File: src/hdl/tncr_pkg.sv
// constants, command codes and queue helper for the token node command chaining and reset block
package tncr_pkg;
    // register byte offsets on the bus
    localparam logic [7:0] REG_CFG    = 8'h00;
    localparam logic [7:0] REG_CMD    = 8'h04;
    localparam logic [7:0] REG_STAT   = 8'h08;
    localparam logic [7:0] REG_MASK   = 8'h0c;
    localparam logic [7:0] REG_SETUP  = 8'h10;
    localparam logic [7:0] REG_NODEID = 8'h14;
    localparam logic [7:0] REG_QUEUE  = 8'h18;
    localparam logic [7:0] REG_RESPG  = 8'h1c;
    // configuration fields and reset values
    localparam int CFG_TXEN_BIT  = 5;
    localparam int CFG_CHAIN_BIT = 6;
    localparam int CFG_SRST_BIT  = 7;
    localparam logic [7:0] CFG_RST   = 8'h00;
    localparam logic [7:0] SETUP_RST = 8'h00;
    localparam logic [7:0] NODE_RST  = 8'h00;
    localparam logic [1:0] MASK_RST  = 2'h0;
    // command register layout and codes
    localparam int CMD_CODE_LSB = 0;
    localparam int CMD_PAGE_LSB = 4;
    localparam logic [2:0] CMD_TX_EN   = 3'h1;
    localparam logic [2:0] CMD_RX_EN   = 3'h2;
    localparam logic [2:0] CMD_TX_DIS  = 3'h3;
    localparam logic [2:0] CMD_RX_DIS  = 3'h4;
    localparam logic [2:0] CMD_CLR_TXI = 3'h5;
    localparam logic [2:0] CMD_CLR_RXI = 3'h6;
    // status bit positions
    localparam int ST_TX_FREE = 0;
    localparam int ST_TX_ACK  = 1;
    localparam int ST_RX_IDLE = 2;
    localparam int ST_TX_DONE = 3;
    localparam int ST_RX_DONE = 4;
    localparam int ST_CHAIN   = 5;
    localparam int ST_AWAKE   = 6;
    // mask bit positions
    localparam int MASK_TX = 0;
    localparam int MASK_RX = 1;
    // queue register field positions
    localparam int QF_TXQ  = 0;
    localparam int QF_RXQ  = 2;
    localparam int QF_TXR  = 4;
    localparam int QF_RXR  = 6;
    localparam int QF_TXPG = 8;
    localparam int QF_RXPG = 12;
    // node identifier wake-up pattern and ram addresses
    localparam logic [7:0]  NID_PATTERN = 8'hd1;
    localparam logic [10:0] NID_ADDR0   = 11'h000;
    localparam logic [10:0] NID_ADDR1   = 11'h001;
    // timing
    localparam int CLK_NS      = 100;
    localparam int IRQ_GAP_NS  = 200;
    localparam int IRQ_GAP_CYC = (IRQ_GAP_NS + CLK_NS - 1) / CLK_NS;
    localparam logic [1:0] GAP_LOAD = 2'(IRQ_GAP_CYC);
    localparam int HWRST_PERIODS = 5;
    localparam logic [2:0] HWRST_CNT = 3'(HWRST_PERIODS);
    // ahb transfer type
    localparam logic [1:0] HTRANS_NONSEQ = 2'h2;
    // wake-up write sequencer states
    typedef enum logic [2:0] {
        NID_IDLE = 3'b001,
        NID_WR0  = 3'b010,
        NID_WR1  = 3'b100
    } tncr_nid_e;

    // two-entry queue: drop entries not kept, close the gap, then append
    function automatic logic [7:0] tncr_q_next(input logic [1:0] keep, input logic [5:0] pl,
                                               input logic push, input logic [2:0] ppl);
        logic [1:0] v;
        logic [5:0] p;
        v = 2'h0;
        p = pl;
        if (keep[0]) begin
            v = {keep[1], 1'b1};
        end else if (keep[1]) begin
            v[0] = 1'b1;
            p[2:0] = pl[5:3];
        end
        if (push && !v[0]) begin
            v[0] = 1'b1;
            p[2:0] = ppl;
        end else if (push && !v[1]) begin
            v[1] = 1'b1;
            p[5:3] = ppl;
        end
        return {v, p};
    endfunction : tncr_q_next
endpackage : tncr_pkg

File: src/hdl/tncr_top.sv
// command chaining, completion status and reset control with ahb-lite register slave
//
// The AHB-Lite interface to the registers and the address map were left to the implementer.
`timescale 1ns/10ps
module tncr_top (
    // clock, reset, enable
    input  wire logic        i_sys_clk,
    input  wire logic        i_srst,
    input  wire logic        i_ce,
    input  wire logic        i_hw_reset_n,
    // ahb-lite slave
    input  wire logic        i_hsel,
    input  wire logic [31:0] i_haddr,
    input  wire logic [1:0]  i_htrans,
    input  wire logic        i_hwrite,
    input  wire logic [2:0]  i_hsize,
    input  wire logic [31:0] i_hwdata,
    input  wire logic        i_hready,
    output logic [31:0]      o_hrdata,
    output logic             o_hreadyout,
    output logic             o_hresp,
    // transmit engine side
    input  wire logic        i_token,
    input  wire logic        i_tx_done,
    input  wire logic        i_tx_acked,
    output logic             o_tx_start,
    output logic             o_tx_abort,
    output logic [2:0]       o_tx_page,
    output logic             o_tx_enable,
    // receive engine side
    input  wire logic        i_rx_start,
    input  wire logic        i_rx_done,
    output logic             o_rx_armed,
    output logic [2:0]       o_rx_page,
    // packet ram write port
    output logic             o_ram_we,
    output logic [10:0]      o_ram_addr,
    output logic [7:0]       o_ram_wdata,
    // core status
    output logic             o_core_rst,
    output logic             o_core_awake,
    output logic             o_irq
);
    logic       hw_rst;
    logic       cfg_rst;
    logic       core_rst;
    // registers
    logic [7:0] cfg_q;
    logic [7:0] setup_q;
    logic [7:0] node_q;
    logic [1:0] mask_q;
    // bus data phase
    logic       wr_q;
    logic [7:0] wa_q;
    logic [31:0] rd_q;
    // transmit queue and results
    logic [1:0] tq_v_q;
    logic [5:0] tq_pg_q;
    logic       tx_act_q;
    logic [1:0] tr_v_q;
    logic [5:0] tr_pl_q;
    logic [1:0] tgap_q;
    logic       ack_live_q;
    // receive queue and results
    logic [1:0] rq_v_q;
    logic [5:0] rq_pg_q;
    logic       rx_act_q;
    logic [1:0] rr_v_q;
    logic [5:0] rr_pl_q;
    logic [1:0] rgap_q;
    // interrupt
    logic       irq_q;
    logic [1:0] igap_q;
    // wake-up sequencer and transmit engine strobes
    tncr_pkg::tncr_nid_e nid_q;
    logic       tx_start_q;
    logic       tx_abort_q;
    logic [2:0] tx_page_q;
    logic       ram_we_q;
    logic [10:0] ram_addr_q;
    logic [7:0] ram_wdata_q;

    // hardware reset pin filter
    tncr_rst_filter u_filt (
        .i_sys_clk    (i_sys_clk),
        .i_srst       (i_srst),
        .i_ce         (i_ce),
        .i_hw_reset_n (i_hw_reset_n),
        .o_hw_rst     (hw_rst)
    );

    // soft reset spares the config and setup registers
    assign cfg_rst  = i_srst || hw_rst;
    assign core_rst = cfg_rst || cfg_q[tncr_pkg::CFG_SRST_BIT];

    // bus address phase decode
    logic       ap_valid;
    logic       ap_wr;
    logic [7:0] ap_addr;
    assign ap_valid = i_hsel && i_hready && i_ce && (i_htrans == tncr_pkg::HTRANS_NONSEQ);
    assign ap_wr    = ap_valid && i_hwrite;
    assign ap_addr  = {i_haddr[7:2], 2'h0};

    // data phase write strobes
    logic       wr_cfg;
    logic       wr_cmd;
    logic       wr_mask;
    logic       wr_setup;
    logic       wr_node;
    logic [2:0] cmd_code;
    logic [2:0] cmd_page;
    assign wr_cfg   = wr_q && (wa_q == tncr_pkg::REG_CFG);
    assign wr_cmd   = wr_q && (wa_q == tncr_pkg::REG_CMD) && !core_rst;
    assign wr_mask  = wr_q && (wa_q == tncr_pkg::REG_MASK) && !core_rst;
    assign wr_setup = wr_q && (wa_q == tncr_pkg::REG_SETUP);
    assign wr_node  = wr_q && (wa_q == tncr_pkg::REG_NODEID) && !core_rst;
    assign cmd_code = i_hwdata[tncr_pkg::CMD_CODE_LSB +: 3];
    assign cmd_page = i_hwdata[tncr_pkg::CMD_PAGE_LSB +: 3];

    // command decode
    logic chain;
    logic c_txen;
    logic c_rxen;
    logic c_txdis;
    logic c_rxdis;
    logic c_clrt;
    logic c_clrr;
    assign chain   = cfg_q[tncr_pkg::CFG_CHAIN_BIT];
    assign c_txen  = wr_cmd && (cmd_code == tncr_pkg::CMD_TX_EN);
    assign c_rxen  = wr_cmd && (cmd_code == tncr_pkg::CMD_RX_EN);
    assign c_txdis = wr_cmd && (cmd_code == tncr_pkg::CMD_TX_DIS);
    assign c_rxdis = wr_cmd && (cmd_code == tncr_pkg::CMD_RX_DIS);
    assign c_clrt  = wr_cmd && (cmd_code == tncr_pkg::CMD_CLR_TXI);
    assign c_clrr  = wr_cmd && (cmd_code == tncr_pkg::CMD_CLR_RXI);

    // occupancy counts
    logic [1:0] tq_n;
    logic [1:0] tr_n;
    logic [1:0] rq_n;
    logic [1:0] rr_n;
    assign tq_n = {1'b0, tq_v_q[0]} + {1'b0, tq_v_q[1]};
    assign tr_n = {1'b0, tr_v_q[0]} + {1'b0, tr_v_q[1]};
    assign rq_n = {1'b0, rq_v_q[0]} + {1'b0, rq_v_q[1]};
    assign rr_n = {1'b0, rr_v_q[0]} + {1'b0, rr_v_q[1]};

    // transmit queue events; when chaining, capacity counts held results so a result always has room
    logic t_done;
    logic t_push;
    logic t_start;
    logic t_can0;
    logic t_can1;
    logic [1:0] t_keep;
    logic [7:0] tq_nx;
    assign t_done  = i_tx_done && tx_act_q && tq_v_q[0];
    assign t_push  = c_txen && (chain ? ((tq_n + tr_n) < 2'h2) : (tq_n == 2'h0));
    assign t_can0  = c_txdis && tq_v_q[0] && !t_done;
    assign t_can1  = c_txdis && tq_v_q[1] && t_done;
    assign t_start = i_token && tq_v_q[0] && !tx_act_q && o_tx_enable && !t_can0;
    assign t_keep  = {tq_v_q[1] && !t_can1, tq_v_q[0] && !t_done && !t_can0};
    assign tq_nx   = tncr_pkg::tncr_q_next(t_keep, tq_pg_q, t_push, cmd_page);

    // transmit results: pop on clear only when one is held, then append completion
    logic       tr_pop;
    logic       tr_push;
    logic [7:0] tr_nx;
    assign tr_pop  = c_clrt && tr_v_q[0];
    assign tr_push = t_done && chain;
    assign tr_nx   = tncr_pkg::tncr_q_next({tr_v_q[1], tr_v_q[0] && !tr_pop}, tr_pl_q,
                                           tr_push, {2'h0, i_tx_acked});

    // receive queue events
    logic r_done;
    logic r_push;
    logic r_can0;
    logic r_can1;
    logic [1:0] r_keep;
    logic [7:0] rq_nx;
    assign r_done = i_rx_done && rx_act_q && rq_v_q[0];
    assign r_push = c_rxen && (chain ? ((rq_n + rr_n) < 2'h2) : (rq_n == 2'h0));
    assign r_can0 = c_rxdis && rq_v_q[0] && !rx_act_q;
    assign r_can1 = c_rxdis && rq_v_q[1] && rx_act_q;
    assign r_keep = {rq_v_q[1] && !r_can1, rq_v_q[0] && !r_done && !r_can0};
    assign rq_nx  = tncr_pkg::tncr_q_next(r_keep, rq_pg_q, r_push, cmd_page);

    // receive results carry the page that was filled
    logic       rr_pop;
    logic       rr_push;
    logic [7:0] rr_nx;
    assign rr_pop  = c_clrr && rr_v_q[0];
    assign rr_push = r_done && chain;
    assign rr_nx   = tncr_pkg::tncr_q_next({rr_v_q[1], rr_v_q[0] && !rr_pop}, rr_pl_q,
                                           rr_push, rq_pg_q[2:0]);

    // visible flags; a promoted second result stays hidden for the gap time
    logic tx_free;
    logic tx_ack;
    logic rx_idle;
    logic tx_ev;
    logic rx_ev;
    assign tx_free = !tq_v_q[0];
    assign rx_idle = !rq_v_q[0];
    assign tx_ev   = tr_v_q[0] && (tgap_q == 2'h0);
    assign rx_ev   = rr_v_q[0] && (rgap_q == 2'h0);
    assign tx_ack  = chain ? (tx_ev && tr_pl_q[0]) : ack_live_q;

    // interrupt source select and inactive gap
    logic irq_raw;
    logic irq_d;
    assign irq_raw = chain ? ((tx_ev && mask_q[tncr_pkg::MASK_TX]) || (rx_ev && mask_q[tncr_pkg::MASK_RX])) :
                             ((tx_free && mask_q[tncr_pkg::MASK_TX]) || (rx_idle && mask_q[tncr_pkg::MASK_RX]));
    assign irq_d   = irq_raw && (irq_q || (igap_q == 2'h0));

    // read data selection
    logic [31:0] stat_w;
    logic [31:0] queue_w;
    logic [31:0] rd_d;
    assign stat_w  = 32'(({o_core_awake, chain, rx_ev, tx_ev, rx_idle, tx_ack, tx_free}));
    assign queue_w = 32'({1'b0, rq_pg_q[2:0], 1'b0, tq_pg_q[2:0], rr_v_q, tr_v_q, rq_v_q, tq_v_q});
    assign rd_d    = (ap_addr == tncr_pkg::REG_CFG)    ? {24'h0, cfg_q}   :
                     (ap_addr == tncr_pkg::REG_STAT)   ? stat_w           :
                     (ap_addr == tncr_pkg::REG_MASK)   ? {30'h0, mask_q}  :
                     (ap_addr == tncr_pkg::REG_SETUP)  ? {24'h0, setup_q} :
                     (ap_addr == tncr_pkg::REG_NODEID) ? {24'h0, node_q}  :
                     (ap_addr == tncr_pkg::REG_QUEUE)  ? queue_w          :
                     (ap_addr == tncr_pkg::REG_RESPG)  ? {29'h0, rr_pl_q[2:0]} : 32'h0;

    // bus data phase capture
    always_ff @(posedge i_sys_clk) begin
        if (i_srst) begin
            wr_q <= 1'b0;
            wa_q <= 8'h0;
            rd_q <= 32'h0;
        end else if (i_ce) begin
            wr_q <= ap_wr;
            wa_q <= ap_addr;
            if (ap_valid && !i_hwrite) begin
                rd_q <= rd_d;
            end
        end
    end

    // config and setup survive the soft reset
    always_ff @(posedge i_sys_clk) begin
        if (cfg_rst) begin
            cfg_q   <= tncr_pkg::CFG_RST;
            setup_q <= tncr_pkg::SETUP_RST;
        end else if (i_ce) begin
            if (wr_cfg) begin
                cfg_q <= i_hwdata[7:0];
            end
            if (wr_setup) begin
                setup_q <= i_hwdata[7:0];
            end
        end
    end

    // node id and mask registers
    always_ff @(posedge i_sys_clk) begin
        if (core_rst) begin
            node_q <= tncr_pkg::NODE_RST;
            mask_q <= tncr_pkg::MASK_RST;
        end else if (i_ce) begin
            if (wr_node) begin
                node_q <= i_hwdata[7:0];
            end
            if (wr_mask) begin
                mask_q <= i_hwdata[1:0];
            end
        end
    end

    // transmit queue, results and live ack
    always_ff @(posedge i_sys_clk) begin
        if (core_rst) begin
            tq_v_q     <= 2'h0;
            tq_pg_q    <= 6'h0;
            tx_act_q   <= 1'b0;
            tr_v_q     <= 2'h0;
            tr_pl_q    <= 6'h0;
            tgap_q     <= 2'h0;
            ack_live_q <= 1'b0;
        end else if (i_ce) begin
            tq_v_q   <= tq_nx[7:6];
            tq_pg_q  <= tq_nx[5:0];
            tx_act_q <= t_keep[0] && (tx_act_q || t_start);
            tr_v_q   <= tr_nx[7:6];
            tr_pl_q  <= tr_nx[5:0];
            tgap_q   <= tr_pop ? tncr_pkg::GAP_LOAD : (tgap_q != 2'h0) ? tgap_q - 2'h1 : 2'h0;
            if (t_done) begin
                ack_live_q <= i_tx_acked;
            end else if (t_push) begin
                ack_live_q <= 1'b0;
            end
        end
    end

    // receive queue and results
    always_ff @(posedge i_sys_clk) begin
        if (core_rst) begin
            rq_v_q   <= 2'h0;
            rq_pg_q  <= 6'h0;
            rx_act_q <= 1'b0;
            rr_v_q   <= 2'h0;
            rr_pl_q  <= 6'h0;
            rgap_q   <= 2'h0;
        end else if (i_ce) begin
            rq_v_q   <= rq_nx[7:6];
            rq_pg_q  <= rq_nx[5:0];
            rx_act_q <= r_keep[0] && (rx_act_q || i_rx_start);
            rr_v_q   <= rr_nx[7:6];
            rr_pl_q  <= rr_nx[5:0];
            rgap_q   <= rr_pop ? tncr_pkg::GAP_LOAD : (rgap_q != 2'h0) ? rgap_q - 2'h1 : 2'h0;
        end
    end

    // interrupt output with minimum low time
    always_ff @(posedge i_sys_clk) begin
        if (core_rst) begin
            irq_q  <= 1'b0;
            igap_q <= 2'h0;
        end else if (i_ce) begin
            irq_q  <= irq_d;
            igap_q <= (irq_q && !irq_d) ? tncr_pkg::GAP_LOAD :
                      (igap_q != 2'h0) ? igap_q - 2'h1 : 2'h0;
        end
    end

    // transmit engine strobes
    always_ff @(posedge i_sys_clk) begin
        if (core_rst) begin
            tx_start_q <= 1'b0;
            tx_abort_q <= 1'b0;
            tx_page_q  <= 3'h0;
        end else if (i_ce) begin
            tx_start_q <= t_start;
            tx_abort_q <= t_can0 && tx_act_q;
            if (t_start) begin
                tx_page_q <= tq_pg_q[2:0];
            end
        end
    end

    // wake-up sequencer writes the pattern then the node id
    always_ff @(posedge i_sys_clk) begin
        if (core_rst) begin
            nid_q       <= tncr_pkg::NID_IDLE;
            ram_we_q    <= 1'b0;
            ram_addr_q  <= 11'h0;
            ram_wdata_q <= 8'h0;
        end else if (i_ce) begin
            ram_we_q <= 1'b0;
            case (nid_q)
                tncr_pkg::NID_IDLE: begin
                    if (wr_node) begin
                        nid_q <= tncr_pkg::NID_WR0;
                    end
                end
                tncr_pkg::NID_WR0: begin
                    ram_we_q    <= 1'b1;
                    ram_addr_q  <= tncr_pkg::NID_ADDR0;
                    ram_wdata_q <= tncr_pkg::NID_PATTERN;
                    nid_q       <= tncr_pkg::NID_WR1;
                end
                tncr_pkg::NID_WR1: begin
                    ram_we_q    <= 1'b1;
                    ram_addr_q  <= tncr_pkg::NID_ADDR1;
                    ram_wdata_q <= node_q;
                    nid_q       <= tncr_pkg::NID_IDLE;
                end
                default: begin
                    nid_q <= tncr_pkg::NID_IDLE;
                end
            endcase
        end
    end

    // outputs
    assign o_hrdata     = rd_q;
    assign o_hreadyout  = i_ce;
    assign o_hresp      = 1'b0;
    assign o_tx_start   = tx_start_q;
    assign o_tx_abort   = tx_abort_q;
    assign o_tx_page    = tx_page_q;
    assign o_tx_enable  = cfg_q[tncr_pkg::CFG_TXEN_BIT] && !core_rst;
    assign o_rx_armed   = rq_v_q[0];
    assign o_rx_page    = rq_pg_q[2:0];
    assign o_ram_we     = ram_we_q;
    assign o_ram_addr   = ram_addr_q;
    assign o_ram_wdata  = ram_wdata_q;
    assign o_core_rst   = core_rst;
    assign o_core_awake = (node_q != 8'h0) && !core_rst;
    assign o_irq        = irq_q;
endmodule : tncr_top

File: src/hdl/tncr_rst_filter.sv
// glitch filter for the hardware reset pin
`timescale 1ns/10ps
module tncr_rst_filter (
    // clock and reset
    input  wire logic i_sys_clk,
    input  wire logic i_srst,
    input  wire logic i_ce,
    // pin and filtered reset
    input  wire logic i_hw_reset_n,
    output logic      o_hw_rst
);
    logic [2:0] cnt_q;
    logic [2:0] cnt_d;
    logic       rst_q;
    logic       rst_d;

    // count consecutive low samples, drop on any high sample
    assign cnt_d = i_hw_reset_n ? 3'h0 :
                   (cnt_q == tncr_pkg::HWRST_CNT) ? cnt_q : cnt_q + 3'h1;
    assign rst_d = !i_hw_reset_n && (cnt_d == tncr_pkg::HWRST_CNT);

    // counter and reset flop
    always_ff @(posedge i_sys_clk) begin
        if (i_srst) begin
            cnt_q <= 3'h0;
            rst_q <= 1'b0;
        end else if (i_ce) begin
            cnt_q <= cnt_d;
            rst_q <= rst_d;
        end
    end

    assign o_hw_rst = rst_q;
endmodule : tncr_rst_filter

File: config.mk
export PLATFORM = sky130hd
export DESIGN_NAME = tncr_top
export DESIGN_NICKNAME = d
export VERILOG_FILES = /design/src/hdl/tncr_pkg.sv /design/src/hdl/tncr_top.sv /design/src/hdl/tncr_rst_filter.sv
export SDC_FILE = /design/constraint.sdc
export NUM_CORES = 1
export LEC_CHECK = 0
export BUFFER_PORTS_ARGS = -buffer_cell sky130_fd_sc_hd__buf_2
export CAP_MARGIN = 20
export CORE_MARGIN = 2
export CORE_UTILIZATION = 40
export DETAILED_ROUTE_END_ITERATION = 10
export MAX_ROUTING_LAYER = met4
export PLACE_DENSITY_LB_ADDON = 0.1
export SLEW_MARGIN = 30
export SYNTH_ARGS = -nofsm -noshare
export SYNTH_HDL_FRONTEND = slang
export SYNTH_SLANG_ARGS = --single-unit
File: constraint.sdc
create_clock -name i_sys_clk -period 3.2 [get_ports i_sys_clk]
set_clock_uncertainty 0.2 [all_clocks]
set_input_delay 0.64 -clock i_sys_clk [delete_from_list [all_inputs] [get_ports i_sys_clk]]
set_output_delay 0.64 -clock i_sys_clk [all_outputs]
set_load 0.05 [all_outputs]
* Word level (Yosys, flattened, before mapping)
Cells that the tools add are included.
Storage, ports and cells: register bits after elaboration 135, bits in latches 0, bits in writable memories 0, ROM bits 0, output and inout port bits 67, logic and storage cells 278, memories kept 0
Operators by class: $add $sub $neg 10, multiply operators 0, divide/modulo/power cells 0, magnitude comparators 2, eq/ne operators 27, shifts and indexed selects 0, mux-type cells 62, bitwise gates (word level) 4, reductions and logical operators 138
Operators with widths (number):
- $mux 15 | 6
- $logic_and 1x1->1 | 72
- $mux 3 | 13
- $eq 6x3->1 const B | 6
- $mux 1 | 34
- $logic_not 1->1 | 24
- $reduce_and 3->1 | 8
- $pmux 11 s2 | 1
- $eq 3x3->1 const B | 6
- $eq 6x2->1 const B | 3
- $reduce_and 2->1 | 9
- $reduce_bool 2->1 | 9
- $logic_not 8->1 | 2
- $pmux 8 s2 | 1
- $mux 2 | 6
- $logic_not 2->1 | 5
- $eq 3x2->1 const B | 3
- $add 1x1->2 | 4
- $ne 2x1->1 const B | 4
- $reduce_bool 8->1 | 1
- $logic_or 1x1->1 | 7
- $eq 3x1->1 const B | 2
- $eq 6x1->1 const B | 1
- $pmux 3 s2 | 1
- 8 further kinds | 15

* Depth between registers and ports, before layout
depth after elaboration 15, depth in mapped cells 9, mapped depth without buffers 8

* Cells and area by module
Synthesis repeated with hierarchy kept, for this count alone.
Second synthesis, totals: cells, all modules 676, area total of the unflattened synthesis 5500.3 um^2
Modules (own cells, without submodules):
- tncr_top | instances 1, cells each 651, area an instance 5277.6 um^2, sequential area each 2062.0 um^2
- tncr_rst_filter | instances 1, cells each 25, area an instance 222.7 um^2, sequential area each 80.1 um^2

* Worst setup path after synthesis
OpenSTA, ideal clock, no wires.
kind register to register, from register rq_v_q[0], to register rq_pg_q[3], setup time 0.121 ns, arrival time 2.711 ns, required time 2.879 ns, path slack 0.168 ns, cell stages (with the launch flop) 9, path buffers 0, period minus slack after synthesis 3.032 ns, cells stage by stage dfxtp_1 -> inv_1 -> ha_1 -> ha_1 -> a21oi_1 -> mux2i_1 -> or4b_4 -> a211o_1 -> mux2i_1
Between the ends: cells in the longest elaborated chain, start to end 9
Ends and longest elaborated chain:
- from (decl) | line tncr_top.sv:65 | logic [1:0] rq_v_q;
- from (signal assigned) | line tncr_top.sv:307 | rq_v_q <= rq_nx[7:6];
- branches (longest 8 deep; another with $add 1x1->2)
- $reduce_and 3->1 (no line) *
- to (signal assigned) | line tncr_top.sv:308 | rq_pg_q <= rq_nx[5:0];
- to (decl) | line tncr_top.sv:66 | logic [5:0] rq_pg_q;
Every way passes the cells marked *. A chain may end at the register's enable or synchronous reset.

* Worst setup path after layout
from register cfg_q[7], to output o_tx_enable
Between the ends: cells in the longest elaborated chain, start to end 3
Ends and longest elaborated chain:
- from (decl) | line tncr_top.sv:48 | logic [7:0] cfg_q;
- from (signal assigned) | line tncr_top.sv:245 | cfg_q <= tncr_pkg::CFG_RST;
- from (signal assigned) | line tncr_top.sv:249 | cfg_q <= i_hwdata[7:0];
- $logic_or 1x1->1 | line tncr_top.sv:94 | assign core_rst = cfg_rst || cfg_q[tncr_pkg::CFG_SRST_BIT];
- $logic_not 1->1 | line tncr_top.sv:384 | assign o_tx_enable = cfg_q[tncr_pkg::CFG_TXEN_BIT] && !core_rst;
- $logic_and 1x1->1 | line tncr_top.sv:384
- to (decl) | line tncr_top.sv:29 | output logic o_tx_enable,
Every way passes these cells.

==> summary.txt <==
Reported leakage power: 2.54 nW
Worst hold path startpoint: o_hrdata[4]
Cell Int Power: 0.00206 W
Type of destination of the critical path: output port
Ports: 148
M2 GR Usage: 32.7%
Clock slew seen by the registers of the worst setup and hold paths: 0.07 ns
Routed wire length: 15,100 um
Number of synthesized register bits: 107
Worst setup path start: cfg_q[7]
Unique masters post-synth: 71
Remaining antenna violation count after routing: 0
Headroom to the max-slew limit: 57.4%
Pin count of the biggest net entering global routing: 39
Via count: 4,967
Hold Vio Cnt, Final: 0
R2r startpoint: rq_v_q[1]
Via count of the first global-routing pass: 4,506
Total of fill cells in the finished design: 1,319
Arr. time, crit path: 1.92 ns
Clk pwr share: 41.0%
Portion of total power attributed to combinational logic: 11.0%
Slew @ Worst Pin: 0.639 ns
Most frequently used flop master after synthesis: sky130_fd_sc_hd__dfxtp_1
Final setup viols: 0
Core outline area: 13,300 um^2
Met1 layer usage reported by global route: 28.2%
Register-to-register setup slack: 0.46 ns
Share of synthesized registers carrying an async set or reset: 0%
First DRT Iteration DRCs: 260
Sequential element share of the synthesized area: 38.9%
Relative contribution of sequential cells to total power: 48.0%
Highest clock frequency the design can meet: 0.362 GHz
Max-slew violation count: 0
Total negative slack for setup checks: 0 ns
Most Crowded Layer GR: met2
Latest clock arrival within the worst-skew pair: 0.36 ns
Clock tree from TritonCTS: built
Routed via count divided by cell count: 5.52
Post-cts repair resize count: 0
Worst Path Required: 2.36 ns
Clock period minus final worst setup slack: 2.76 ns
Crit Path Class: reg -> out
Number of enable flip-flop cells after synthesis: 0
Critical path launch point type: register
Switching Fraction: 27.4%
Synthesis-to-layout area growth: 13.3%
Switching component of the power: 0.000775 W
Effective utilization at floorplan: 41.2%
Fraction of the core area covered by cells at the end of the flow: 46.7%
Cell area after placement: 5930 um^2
Number of nets at the end of the flow: 808
Cell type with the largest total area after synthesis: sky130_fd_sc_hd__dfxtp_1
Cell area power density: 454 nW/um^2
Maximum vdd ir drop: 0.273 mV
Post-detailed-route wirelength per cell: 16.8 um
Chip Height: 121 um
Number of levels in the clock H-tree: 3
Number of setup buffers added after CTS: 0
Share of Yosys cell area claimed by the top area cell type: 38.9%
First-pass GRT wire length: 23,900 um
Initial antenna violation count: 0
Final period utilization: 86.4%
Fraction of layout instances using a drive strength above 1: 17.1%
Post-Route Hold Slack: 0.255 ns
Diode insertion count for antenna repair: 0
Top cells by area, synth: sky130_fd_sc_hd__dfxtp_1 39%, sky130_fd_sc_hd__mux2i_1 7.8%, sky130_fd_sc_hd__nand2_1 5.1%
Unrepaired setup endpoints after global routing: false
Result of the run: complete, no violations
Number of optimization iterations in the first detailed-route pass: 5
TritonCTS buffer count: 9
Per-instance average area after synthesis: 8.29 um^2
Count of port buffers added during placement: 65
Clk buf depth: 2
Global Route met3 Usage: 4.84%
Netlist area before placement: 5500 um^2
Cts-stage hold buffer count: 0
Biggest fanout along the worst timing path: 12
# DRC: 0
Std cell rows: 42
Commonest cells in the netlist: 107 x sky130_fd_sc_hd__dfxtp_1, 75 x sky130_fd_sc_hd__nand2_1, 66 x sky130_fd_sc_hd__nor2_1, 50 x sky130_fd_sc_hd__a21oi_1, 43 x sky130_fd_sc_hd__mux2i_1
Max-cap check violation count: 0
Most used standard cell by instance count after synthesis: sky130_fd_sc_hd__dfxtp_1
Total gr overflow: 0
DP HPWL: 11,200 um
Number of instances in the synthesized netlist: 664
Area of the die: 14,700 um^2
Path type of the worst min-delay path: reg -> reg
Warnings, synthesis: 0
Fin area: 6240 um^2
Global-route total usage across every layer: 21.4%
Die X: 121 um
CTS sink count: 107
Buffer cell driving the clock tree root: sky130_fd_sc_hd__clkbuf_16
Final weighted congestion in routability-driven placement: 0.836
Final total power: 0.00283 W
[metal layers]
layer / part of all wire [%] / wire (um)
met1: 47 / 7070
met2: 45 / 6840
met3: 5.6 / 855
met4: 2.5 / 379
met5: 0 / 0
[per-stage QoR]
step,std cells,setup WS (ns)
4_1_cts,900,0.395
3_3_place_gp,884,0.436
3_5_place_dp,884,0.413
2_1_floorplan,692,0.168
5_1_grt,900,0.324
6_report,900,0.437
[final timing paths]
kind              cells past startpoint     endpoint
setup reg to reg                      8   rq_pg_q[3]
hold / removal                        2  o_hrdata[4]
hold reg to reg                       2  o_hrdata[4]
setup / recovery                      4  o_tx_enable
[cells by family (layout without fill, tap and decap cells)]
family / Yosys count / count (layout) / share of synthesized area [%]
adders and majority gates: 8 / 8 / 1.82
AOI/OAI and AO/OA: 166 / 166 / 20.0
xor gates and xnor gates: 1 / 1 / 0.159
DFF: 107 / 107 / 38.9
muxes: 45 / 45 / 8.64
other: 1 / 29 / 0.0681
and+or+nand+nor: 241 / 241 / 21.5
buffers and inverters: 95 / 127 / 8.89
[power groups by stage]
| stage | registers [W] | clock network [W] | logic, W |
|---|---|---|---|
| 6_report | 0.00136 | 0.00116 | 0.000311 |
| 5_1_grt | 0.00136 | 0.00125 | 0.000334 |
| 4_1_cts | 0.00136 | 0.00120 | 0.000309 |
| 3_5_place_dp | 0.00139 | 0 | 0.000308 |
| 3_3_place_gp | 0.00139 | 0 | 0.000305 |
| 2_1_floorplan | 0.00139 | 0 | 0.000249 |
[state kept, by name, summed over array words and instances, names as in the netlist, 3 cells and up]
register,count
rq_pg_q,6
tq_pg_q,6
nid_q,3
o_hrdata,14
o_ram_wdata,8
o_tx_page,3
rr_pl_q,6
u_filt.cnt_q,3
setup_q,8
wa_q,6
node_q,8
cfg_q,8
[layout by cell type (no fill, tap or decap), drive strengths merged, types with 10 or more instances in the layout]
| cell | Yosys | routed |
|---|---|---|
| o21ai | 30 | 30 |
| nand2 | 76 | 76 |
| dfxtp | 107 | 107 |
| conb | 1 | 29 |
| mux2i | 43 | 43 |
| a22oi | 11 | 11 |
| clkbuf | 28 | 10 |
| buf | 43 | 87 |
| inv | 24 | 26 |
| a21oi | 50 | 50 |
| nor3 | 26 | 26 |
| nand3 | 21 | 21 |
| nor2 | 66 | 66 |
[final cells by class]
cell class	count	area, um^2	area share, %
multi-input cells	490	2980	47.8
flip-flops and latches	107	2140	34.3
repair buffers	87	490	7.86
clock buffers	10	239	3.83
well taps	176	220	3.53
inverters	24	90.1	1.44
clock inverters	6	71.3	1.14
[worst max-delay path, stage by stage (launching register included)]
cell and delay [ns]:
sky130_fd_sc_hd__dfxtp_1 0.36, sky130_fd_sc_hd__nor3_4 0.45, sky130_fd_sc_hd__buf_4 0.26, sky130_fd_sc_hd__and2_1 0.21, sky130_fd_sc_hd__buf_2 0.29
Note: power is estimated with default switching activity, not from simulation.
